`src/hw/ilk_pkg.sv`:
```
// Package for the laser interlock and status output block.
// Assumes one 125 MHz system clock and a synchronous active-low reset.
package ilk_pkg;

    // ==========================================================
    // Clock and timing
    // ==========================================================
    localparam int CLK_PERIOD_PS    = 8000;
    localparam int DEBOUNCE_US      = 1000;
    localparam int ALARM_RST_MIN_US = 1000;
    localparam int DEBOUNCE_CYC     = (DEBOUNCE_US * 1000000 + CLK_PERIOD_PS - 1) / CLK_PERIOD_PS;
    localparam int ALARM_RST_CYC    = (ALARM_RST_MIN_US * 1000000 + CLK_PERIOD_PS - 1) / CLK_PERIOD_PS;

    // ==========================================================
    // Field widths and codes
    // ==========================================================
    localparam int GATE_W = 4;
    localparam int ADDR_W = 4;
    localparam int SEL_W  = 2;

    localparam logic [GATE_W-1:0] GATE_ALL_CLOSED = 4'h0;
    localparam logic [GATE_W-1:0] GATE_CH1        = 4'h1;
    localparam logic [GATE_W-1:0] GATE_CH2        = 4'h2;
    localparam logic [GATE_W-1:0] GATE_CH3        = 4'h3;
    localparam logic [ADDR_W-1:0] ADDR_RESET      = 4'h0;

    // Debounced pin slots
    localparam int NUM_DEB  = 5;
    localparam int DEB_CH_A = 0;
    localparam int DEB_CH_B = 1;
    localparam int DEB_STOP = 2;
    localparam int DEB_STRT = 3;
    localparam int DEB_ARST = 4;

    // ==========================================================
    // Types
    // ==========================================================
    typedef enum logic [1:0] {
        LOOP_OPEN     = 2'b00,
        LOOP_ARMED    = 2'b01,
        LOOP_ONE_OPEN = 2'b10
    } loop_state_t;

    // Safety connector pins, all high when closed or pressed
    typedef struct packed {
        logic ch_a_closed;
        logic ch_b_closed;
        logic stop_pressed;
        logic start_pressed;
        logic alarm_reset;
    } safety_pins_t;

    // Fault monitors and cooler pins, asynchronous to clk
    typedef struct packed {
        logic ch_short;
        logic start_short;
        logic error_det;
        logic cooler_warn;
        logic cooler_alarm;
    } monitor_pins_t;

    // Status from the laser control logic, same clock
    typedef struct packed {
        logic               prog_abort;
        logic               prog_mode;
        logic               prog_sync;
        logic               warning;
        logic               qcw_active;
        logic [SEL_W-1:0]   gate_sel;
        logic [ADDR_W-1:0]  unit_addr;
    } ctrl_status_t;

endpackage : ilk_pkg

```
`src/hw/laser_interlock_status_outputs.sv`:
```
// Safety interlock, main power sequencer and hardwired status outputs
// of a fiber laser.
// Assumes one 125 MHz clock, synchronous active-low reset, connector
// pins asynchronous to clk and control status on clk.
`timescale 1ns/10ps
`default_nettype none

// Functional notes
// Abnormal end set on abort, cleared by reset
// Sync output only in programming mode
// Warning output follows warning condition
// Gate channel code, four bits, LSB first
// Cooler warning output during warning range
// Cooler alarm output and emission inhibit
// Pulsed mode output when supported and active
// Unit address on four-bit output
// Power start only with both channels closed
// One channel opened: both must reopen first
// Open loop removes optical module power
// Start press with safe conditions powers on
// Loop open or error switches power off
// Errors latch, reset loop held open
// Channel or start short blocks loop reset
// Alarm reset edge clears alarm, 1 ms
// Safety pins synchronised and debounced
module laser_interlock_status_outputs
    import ilk_pkg::*;
#(
    parameter int              DEB_CYC       = DEBOUNCE_CYC,
    parameter int              ARST_CYC      = ALARM_RST_CYC,
    parameter int              CNT_W         = 17,
    parameter bit              QCW_SUPPORTED = 1'b1,
    parameter bit              GATE_PRESENT  = 1'b1
)
(
    input  wire logic          clk,
    input  wire logic          rst_b,
    input  wire safety_pins_t  safety_pins,
    input  wire monitor_pins_t monitor_pins,
    input  wire ctrl_status_t  ctrl_status,
    output logic               abnormal_program_end_out,
    output logic               program_sync_out,
    output logic               warning_out,
    output logic [GATE_W-1:0]  gate_channel_status,
    output logic               cooler_warning_out,
    output logic               cooler_alarm_out,
    output logic               pulsed_mode_out,
    output logic [ADDR_W-1:0]  unit_address_out,
    output logic               main_power_on_out,
    output logic               optical_power_en_out,
    output logic               emission_inhibit_out,
    output logic               error_latched_out,
    output logic               reset_loop_open_out,
    output logic               loop_fault_out
);

    // ==========================================================
    // Parameter checks
    // ==========================================================
    generate
        if (DEB_CYC < 1 || ARST_CYC < 1 || DEB_CYC > (2 ** CNT_W) || ARST_CYC > (2 ** CNT_W))
        begin : g_bad_param
            $error("laser_interlock_status_outputs: counts do not fit CNT_W");
        end
    endgenerate

    // ==========================================================
    // Pin conditioning
    // ==========================================================
    logic [NUM_DEB-1:0]        raw_pins;
    logic [NUM_DEB-1:0]        deb_pins;
    monitor_pins_t             mon_meta_ff;
    monitor_pins_t             mon_sync_ff;

    assign raw_pins[DEB_CH_A] = safety_pins.ch_a_closed;
    assign raw_pins[DEB_CH_B] = safety_pins.ch_b_closed;
    assign raw_pins[DEB_STOP] = safety_pins.stop_pressed;
    assign raw_pins[DEB_STRT] = safety_pins.start_pressed;
    assign raw_pins[DEB_ARST] = safety_pins.alarm_reset;

    genvar gi;
    generate
        for (gi = 0; gi < NUM_DEB; gi++)
        begin : g_deb
            // The alarm reset input must stay high for its minimum time
            pin_debounce
            #(
                .STABLE_CYC (gi == DEB_ARST ? ARST_CYC : DEB_CYC),
                .CNT_W      (CNT_W),
                .INIT_LVL   (1'b0)
            )
            u_deb
            (
                .clk        (clk),
                .rst_b      (rst_b),
                .pin        (raw_pins[gi]),
                .level      (deb_pins[gi])
            );
        end
    endgenerate

    // Monitor and cooler pins only need a plain two-flop synchroniser
    always_ff @(posedge clk)
    begin
        if (!rst_b)
        begin
            mon_meta_ff <= '0;
            mon_sync_ff <= '0;
        end
        else
        begin
            mon_meta_ff <= monitor_pins;
            mon_sync_ff <= mon_meta_ff;
        end
    end

    logic                      ch_a;
    logic                      ch_b;
    logic                      both_closed;
    logic                      both_open;

    assign ch_a        = deb_pins[DEB_CH_A];
    assign ch_b        = deb_pins[DEB_CH_B];
    assign both_closed = ch_a & ch_b;
    assign both_open   = ~ch_a & ~ch_b;

    // ==========================================================
    // Edge detection on debounced pins
    // ==========================================================
    logic                      start_d_ff;
    logic                      arst_d_ff;
    logic                      start_rise;
    logic                      arst_rise;

    assign start_rise = deb_pins[DEB_STRT] & ~start_d_ff;
    assign arst_rise  = deb_pins[DEB_ARST] & ~arst_d_ff;

    always_ff @(posedge clk)
    begin
        if (!rst_b)
        begin
            start_d_ff <= 1'b1;
            arst_d_ff  <= 1'b1;
        end
        else
        begin
            start_d_ff <= deb_pins[DEB_STRT];
            arst_d_ff  <= deb_pins[DEB_ARST];
        end
    end

    // ==========================================================
    // Two-channel loop state
    // ==========================================================
    loop_state_t               loop_ff;
    loop_state_t               nxt_loop;

    always_comb
    begin
        nxt_loop = loop_ff;
        case (loop_ff)
            LOOP_OPEN:
            begin
                if (both_closed)
                begin
                    nxt_loop = LOOP_ARMED;
                end
            end
            LOOP_ARMED:
            begin
                if (both_open)
                begin
                    nxt_loop = LOOP_OPEN;
                end
                else if (!both_closed)
                begin
                    nxt_loop = LOOP_ONE_OPEN;
                end
            end
            LOOP_ONE_OPEN:
            begin
                // Reclosing the same channel is not enough
                if (both_open)
                begin
                    nxt_loop = LOOP_OPEN;
                end
            end
            default:
            begin
                nxt_loop = LOOP_OPEN;
            end
        endcase
    end

    // ==========================================================
    // Error latch and main power
    // ==========================================================
    logic                      error_ff;
    logic                      nxt_error;
    logic                      power_ff;
    logic                      nxt_power;
    logic                      fault;
    logic                      loop_ok;

    assign fault   = mon_sync_ff.ch_short | mon_sync_ff.start_short;
    assign loop_ok = (loop_ff == LOOP_ARMED) & both_closed;

    always_comb
    begin
        nxt_error = error_ff;
        // Reset is refused while a short is still present; set wins
        if (arst_rise && !fault && !mon_sync_ff.error_det)
        begin
            nxt_error = 1'b0;
        end
        if (mon_sync_ff.error_det || fault)
        begin
            nxt_error = 1'b1;
        end
    end

    always_comb
    begin
        nxt_power = power_ff;
        if (start_rise && loop_ok && !deb_pins[DEB_STOP] && !error_ff && !mon_sync_ff.error_det && !fault)
        begin
            nxt_power = 1'b1;
        end
        if (!loop_ok || deb_pins[DEB_STOP] || error_ff || mon_sync_ff.error_det || fault)
        begin
            nxt_power = 1'b0;
        end
    end

    always_ff @(posedge clk)
    begin
        if (!rst_b)
        begin
            loop_ff  <= LOOP_OPEN;
            error_ff <= 1'b0;
            power_ff <= 1'b0;
        end
        else
        begin
            loop_ff  <= nxt_loop;
            error_ff <= nxt_error;
            power_ff <= nxt_power;
        end
    end

    // ==========================================================
    // Status outputs
    // ==========================================================
    logic                      abend_ff;
    logic                      nxt_abend;
    logic                      sync_ff;
    logic                      warn_ff;
    logic [GATE_W-1:0]         gate_ff;
    logic [GATE_W-1:0]         nxt_gate;
    logic                      cwarn_ff;
    logic                      calarm_ff;
    logic                      qcw_ff;
    logic [ADDR_W-1:0]         addr_ff;
    logic                      inhibit_ff;

    always_comb
    begin
        nxt_abend = abend_ff;
        if (deb_pins[DEB_ARST])
        begin
            nxt_abend = 1'b0;
        end
        if (ctrl_status.prog_abort)
        begin
            nxt_abend = 1'b1;
        end
    end

    always_comb
    begin
        nxt_gate = GATE_ALL_CLOSED;
        if (GATE_PRESENT)
        begin
            case (ctrl_status.gate_sel)
                2'h1:    nxt_gate = GATE_CH1;
                2'h2:    nxt_gate = GATE_CH2;
                2'h3:    nxt_gate = GATE_CH3;
                default: nxt_gate = GATE_ALL_CLOSED;
            endcase
        end
    end

    always_ff @(posedge clk)
    begin
        if (!rst_b)
        begin
            abend_ff   <= 1'b0;
            sync_ff    <= 1'b0;
            warn_ff    <= 1'b0;
            gate_ff    <= GATE_ALL_CLOSED;
            cwarn_ff   <= 1'b0;
            calarm_ff  <= 1'b0;
            qcw_ff     <= 1'b0;
            addr_ff    <= ADDR_RESET;
            inhibit_ff <= 1'b1;
        end
        else
        begin
            abend_ff   <= nxt_abend;
            sync_ff    <= ctrl_status.prog_mode & ctrl_status.prog_sync;
            warn_ff    <= ctrl_status.warning;
            gate_ff    <= nxt_gate;
            cwarn_ff   <= mon_sync_ff.cooler_warn;
            calarm_ff  <= mon_sync_ff.cooler_alarm;
            qcw_ff     <= QCW_SUPPORTED & ctrl_status.qcw_active;
            addr_ff    <= ctrl_status.unit_addr;
            inhibit_ff <= mon_sync_ff.cooler_alarm | ~nxt_power;
        end
    end

    assign abnormal_program_end_out = abend_ff;
    assign program_sync_out         = sync_ff;
    assign warning_out              = warn_ff;
    assign gate_channel_status      = gate_ff;
    assign cooler_warning_out       = cwarn_ff;
    assign cooler_alarm_out         = calarm_ff;
    assign pulsed_mode_out          = qcw_ff;
    assign unit_address_out         = addr_ff;
    assign main_power_on_out        = power_ff;
    assign optical_power_en_out     = power_ff;
    assign emission_inhibit_out     = inhibit_ff;
    assign error_latched_out        = error_ff;
    assign reset_loop_open_out      = error_ff;
    assign loop_fault_out           = loop_ff == LOOP_ONE_OPEN;

endmodule : laser_interlock_status_outputs
`default_nettype wire

```
`src/hw/pin_debounce.sv`:
```
// Two-flop synchroniser followed by a stability filter for one pin.
// Assumes the pin is asynchronous to clk; output changes only after
// the synchronised level has held for STABLE_CYC cycles.
`timescale 1ns/10ps
`default_nettype none
module pin_debounce
#(
    parameter int          STABLE_CYC = 125000,
    parameter int          CNT_W      = 17,
    parameter logic        INIT_LVL   = 1'b0
)
(
    input  wire logic      clk,
    input  wire logic      rst_b,
    input  wire logic      pin,
    output logic           level
);

    logic                  meta_ff;
    logic                  sync_ff;
    logic [CNT_W-1:0]      cnt_ff;
    logic [CNT_W-1:0]      nxt_cnt;
    logic                  level_ff;
    logic                  nxt_level;

    localparam logic [CNT_W-1:0] CNT_LAST = CNT_W'(STABLE_CYC - 1);

    generate
        if (STABLE_CYC < 1 || STABLE_CYC > (2 ** CNT_W))
        begin : g_bad_param
            $error("pin_debounce: STABLE_CYC does not fit CNT_W");
        end
    endgenerate

    always_comb
    begin
        nxt_cnt   = '0;
        nxt_level = level_ff;
        if (sync_ff != level_ff)
        begin
            if (cnt_ff == CNT_LAST)
            begin
                nxt_level = sync_ff;
            end
            else
            begin
                nxt_cnt = cnt_ff + 1'b1;
            end
        end
    end

    always_ff @(posedge clk)
    begin
        if (!rst_b)
        begin
            meta_ff  <= INIT_LVL;
            sync_ff  <= INIT_LVL;
            cnt_ff   <= '0;
            level_ff <= INIT_LVL;
        end
        else
        begin
            meta_ff  <= pin;
            sync_ff  <= meta_ff;
            cnt_ff   <= nxt_cnt;
            level_ff <= nxt_level;
        end
    end

    assign level = level_ff;

endmodule : pin_debounce
`default_nettype wire

```
`config.mk`:
```
export PLATFORM = sky130hd
export DESIGN_NAME = laser_interlock_status_outputs
export DESIGN_NICKNAME = d
export VERILOG_FILES = /design/src/hw/ilk_pkg.sv /design/src/hw/laser_interlock_status_outputs.sv /design/src/hw/pin_debounce.sv
export SDC_FILE = /design/constraint.sdc
export NUM_CORES = 1
export LEC_CHECK = 0
export ABC_AREA = 1
export CORE_UTILIZATION = 35
export DETAILED_ROUTE_END_ITERATION = 10
export DONT_BUFFER_PORTS = 1
export PLACE_DENSITY = 0.51
export SETUP_SLACK_MARGIN = 0.1
export SYNTH_ARGS = -nofsm -noshare
export SYNTH_HDL_FRONTEND = slang
export SYNTH_HIERARCHICAL = 1
export SYNTH_SLANG_ARGS = --single-unit
```
`constraint.sdc`:
```
create_clock -name clk -period 1.6 [get_ports clk]
set_clock_uncertainty 0.05 [all_clocks]
set_input_delay 0.32 -clock clk [delete_from_list [all_inputs] [get_ports clk]]
set_output_delay 0.32 -clock clk [all_outputs]
set_load 0.02 [all_outputs]
```
### After elaboration in Yosys (flattened, before gate mapping)

Index checks and enable logic that the tools add are counted.

* bits in registers: 131
* bits of input ports: 23
* output and inout port bits: 20
* logic and storage cells: 129

* add/sub/neg operators: 5
* equality and inequality tests: 18
* muxes and demuxes: 12
* bitwise logic cells: 19
* reduce and logical (&&, ||, !) cells: 31

Operators by type and width (number)
* adder 17 x 1 -> 17 bit, second input constant: 5
* == test 17 bit, second input constant: 5
* OR reduction 3 bit: 5
* one-hot mux 2 bit (3 select lines): 2
* NOT 1 bit: 11
* AND reduction 2 bit: 5
* 2-to-1 mux 2 bit: 4
* logical AND 1 bit: 7
* bitwise AND 1 bit: 6
* == test 2 bit, second input constant: 3
* 2-to-1 mux 1 bit: 6
* zero test 1 bit: 5
* logical OR 1 bit: 5
* inequality test 1 bit: 5
* == test 2 x 1 -> 1 bit, second input constant: 2
* nonzero test 2 bit: 2
* inequality test 3 bit, second input constant: 1
* AND reduction 3 bit: 1
* zero test 2 bit: 1
* inequality test 2 x 1 -> 1 bit, second input constant: 1
* inequality test 2 bit, second input constant: 1
* bitwise OR 1 bit: 2

### Longest topological paths before layout

* depth in word-level cells: 11
* gate-level depth with buffers: 9

### Modules after synthesis

The synthesis kept the hierarchy.

Modules (own cells, without submodules)
* pin_debounce: instances 5, cells an instance 159, area an instance 1036.0 µm², seq. area each 400.4 µm²
* laser_interlock_status_outputs: instances 1, cells an instance 117, area an instance 949.7 µm², seq. area each 580.6 µm²

### Least setup slack after synthesis

OpenSTA, ideal clock, no wires.

* kind: register to register
* start: reg g_deb[0].u_deb.cnt_ff[0]
* end: reg g_deb[0].u_deb.cnt_ff[10]
* setup time: 0.114 ns
* data arrival time: 1.120 ns
* data required time: 1.436 ns
* setup slack: 0.315 ns
* stages on the path, launching flop included: 10
* buffers on the path: 1
* period minus slack after synthesis: 1.285 ns
* path through: dfxtp_1 -> ha_1 -> nand2_1 -> inv_1 -> nand2_1 -> nor2_2 -> nand2_2 -> nand2_4 -> buf_6 -> nor2_1

* cells in the longest elaborated chain, start to end: 2
* elaborated cells on any way between the ends: 3
* those cells by class: add/sub (1); eq/ne (1); reduce/logical (1)

RTL lines
* from (decl): line pin_debounce.sv:21 `logic [CNT_W-1:0] cnt_ff;`
* from (signal assigned): line pin_debounce.sv:65 `cnt_ff <= nxt_cnt;`
* parallel branches: the longest is 2 deep, another holds adder 17 x 1 -> 17 bit

Parallel ways; which one is timed is not known.
A chain may end at the register's enable or synchronous reset.

### Final worst setup path

* start: reg error_ff, in the netlist error_latched_out
* end: out error_latched_out

RTL lines
* from (decl): line laser_interlock_status_outputs.sv:198 `logic error_ff;`
* from (signal assigned): line laser_interlock_status_outputs.sv:246 `error_ff <= nxt_error;`
* to (decl): line laser_interlock_status_outputs.sv:52 `output logic error_latched_out,`

No word-level cell between the ends.

==> metrics.md <==
| Metric | Value |
|---|---|
| WHS | -8.43 ps |
| Worst Path Arrival | 1030 ps |
| Number of antenna violations at the first check in global routing | 0 |
| Die area | approximately 0.018 sq mm |
| Power Dens Cells | 1000 mW/mm^2 |
| Leak | 0.00304 uW |
| Final worst setup slack | 198 ps |
| Mapped Avg Cell Area | 6.72 sq um |
| Kind of cell adding the most delay to the critical path | flip-flops |
| Clock power share | 51.6% |
| Slowest cell on crit path | dfxtp_1 |
| Root Driver | clkbuf_16 |
| Switch share | 21.4% |
| Top cell type by total area after synthesis | dfxtp_1 |
| Largest net degree at the start of global routing | 39 |
| Synth top cells by count | nand2_1 (248), nor2_1 (172), inv_1 (154) |
| Run status | complete, but fails checks |
| Crit path cell chain | buf_4 |
| Buf/Inv on CP | 1 |
| CTS tree | yes |
| Num ports | 43 |
| Die H | 134 microns |
| Failing checks | hold timing |
| DR pass1 iterations | 4 |
| Startpoint types | register |
| Synth warn | 6 |
| Crit-path max cell delay | 410 ps |
| DR iter-0 viols | 236 |
| Htree depth | 4 |
| Layout cell share with drive strength beyond 1 | between 7 and 8% |
| GRT Total Usage | 14.6% |
| GRT overflow | 0 |
| Int Power | 5620 uW |
| Crit-path max FO | 3 |
| R2R cell count | 8 |
| N_diodes | 0 |
| Clock buffer count from CTS | 17 |
| Synth area leaders | dfxtp_1 (42%), nand2_1 (15%), nor2_1 (11%) |
| WS Path Type | register to primary output |
| P_sw | 1530 uW |
| Clk buf depth | 2 |
| Number of synthesized flops with an enable pin | 0 |
| HPWL Detailed | 8440 microns |
| Hold Fails Final Rpt | 1 |
| Max-cap violations | 0 |
| Synth Flop Type | dfxtp_1 |
| Crit path from | error_latched_out$_SDFFE_PN0P_ |
| Synthesis-to-finish area growth | 16.2% |
| R2R Setup Slk | 230 ps |
| DIE WIDTH | between 100 and 150 microns |
| Gpl congestion | 0.766 |
| Finished Core Util | 41.5% |
| Final slew viol count | 0 |
| First-pass GRT wire length | between 20000 and 25000 microns |
| Hold Crit Class | primary input to register |
| Final setup TNS | 0 ps |
| Yosys reg bits | 129 |
| Pre-CTS setup slack | slightly below 200 ps |
| Final Cycle Share | 87.6% |
| Antenna-violating nets left | 0 |
| Cell row count | 48 |
| WP depth | 1 |
| Vias | 5018 |
| Worst setup EP type | primary output |
| Vias in the first global route | 4538 |
| Port Buffers | 0 |
| Post-synth cell types | 23 |
| Share of the synthesized area in the top cell type | 42.1% |
| Combinational power share | 2.1% |
| Post-Synthesis Cells | 912 |
| Netlist Area Pre-Place | 0.00613 sq mm |
| Async set or reset register ratio after synthesis | 0% |
| Seq/Total Area, Yosys | 42.1% |
| Sequential share of power | between 40% and 50% |
| Setup Viol. Count Final | 0 |
| Initial Util | a little over a third |
| Count leader, synth | nand2_1 |
| RSZ-0062 raised after global routing | true |
| Fin crit period | 1400 ps |
| Clk slew on worst S/H paths | around 50 ps |
| WL/cell | 10.3 microns |
| Highest clock rate | 713 MHz |
| Net count, final | 975 |
| Core area | 0.0172 sq mm |
| Routed wire length | 12100 microns |
| Post-route DRC | 0 |
| Max VDD drop | 0.857 mV |
| Reg2reg end | g_deb[1].u_deb/cnt_ff[8]$_SDFF_PP0_ |
| Vias/cell | roughly 4.3 |
| Clock sinks | roughly 130 |
| Critical Path RT | roughly 1200 ps |
| Skew-Pair Late Insertion Delay | 420 ps |
| Tot Pwr | 7140 uW |
| Crit path capture | error_latched_out |
| Worst reg2reg startpoint | g_deb[1].u_deb/cnt_ff[1]$_SDFF_PP0_ |
cell families (layout without fill, tap and decap cells):
kind of cell / after synthesis / after routing / share of synthesized area [%]
fa+ha+maj: 10 / 10 / 2.04
simple gates: 513 / 513 / 34.9
xor+xnor: 30 / 30 / 4.29
buf+inv: 167 / 206 / 11.3
flops: 129 / 129 / 42.1
compound gates: 62 / 62 / 5.27
other cells: 1 / 2 / 0.0612
per-stage QoR:
stage               instances  instance area (sq um)
floorplan                 913                   6130
global route             1177                   7120
finish                   1177                   7120
detailed placement       1129                   6330
global placement         1129                   6330
CTS                      1177                   7090
power groups by stage:
| stage | registers [uW] | clock network (uW) | logic [uW] |
|---|---|---|---|
| 5_1_grt | 3310 | 3950 | 175 |
| 3_3_place_gp | 3370 | 0 | 94.1 |
| 2_1_floorplan | 3370 | 0 | 95.0 |
| 6_report | 3310 | 3690 | 151 |
| 4_1_cts | 3300 | 3810 | 152 |
| 3_5_place_dp | 3370 | 0 | 95.2 |
placed cells by master, fill, tap and decap left out, drive strengths merged:
master / netlist / layout
buf: 12 / 4
clkinvlp: 0 / 5
o21bai: 5 / 5
xnor2: 10 / 10
nand2: 263 / 263
or2: 10 / 10
bufinv: 0 / 2
ha: 10 / 10
conb: 1 / 2
inv: 155 / 155
nor2: 187 / 187
o21ai: 13 / 13
nand4: 10 / 10
dfxtp: 129 / 129
dlygate4sd3: 0 / 18
clkbuf: 0 / 18
clkinv: 0 / 4
a21oi: 44 / 44
nand3b: 5 / 5
nand3: 37 / 37
nor3: 1 / 1
xor2: 20 / 20
what timing repair did:
action	CTS	global route
setup buffers	0	0
setup endpoints to repair	0	71
endpoints found under the hold margin	39	0
resized for setup	0	9
hold buffers	19	0
area by class of cell:
class                      instances  area, sq um
timing repair buffer              22          223
clock buffer                      18          439
tap                              225          282
fill                            1831        10100
clock inverter                    11          118
sequential                       129         2590
multi-input combinational        617         2890
inverter                         155          582
worst min path at each step:
stage | start | endpoint | slack [ps] | depth (start not counted)
after floorplan | g_deb[0].u_deb/meta_ff$_SDFF_PN0_ | g_deb[0].u_deb/sync_ff$_SDFF_PN0_ | 340 | 2
after global placement | mon_meta_ff[0]$_SDFF_PN0_ | mon_sync_ff[0]$_SDFF_PN0_ | 340 | 2
after detailed placement | mon_meta_ff[1]$_SDFF_PN0_ | mon_sync_ff[1]$_SDFF_PN0_ | 350 | 2
after CTS | ctrl_status[5] | gate_channel_status[1]$_SDFF_PN0_ | 1 | 2
after global routing | ctrl_status[5] | gate_channel_status[1]$_SDFF_PN0_ | 0.6 | 2
final | ctrl_status[5] | gate_channel_status[1]$_SDFF_PN0_ | -8 | 2
per-layer routing:
| layer | GRT usage, % | vias to the layer above | routed length (microns) |
|---|---|---|---|
| met2 | 23.1 | 48 | 5490 |
| met4 | 5.81 | 0 | 161 |
| met3 | 4.50 | 11 | 400 |
| met5 | 0 | - | 0 |
| li1 | - | 2793 | - |
| met1 | 18.5 | 2166 | 6020 |
sequential cells by signal (all words and copies together) (netlist names), 2 cells and up:
name                 count
g_deb.u_deb/level        5
loop_ff                  2
gate_channel_status      2
unit_address_out         4
g_deb.u_deb/cnt_ff      85
mon_meta_ff              5
mon_sync_ff              5
g_deb.u_deb/meta_ff      5
g_deb.u_deb/sync_ff      5
(Power assumes the default switching activity.)
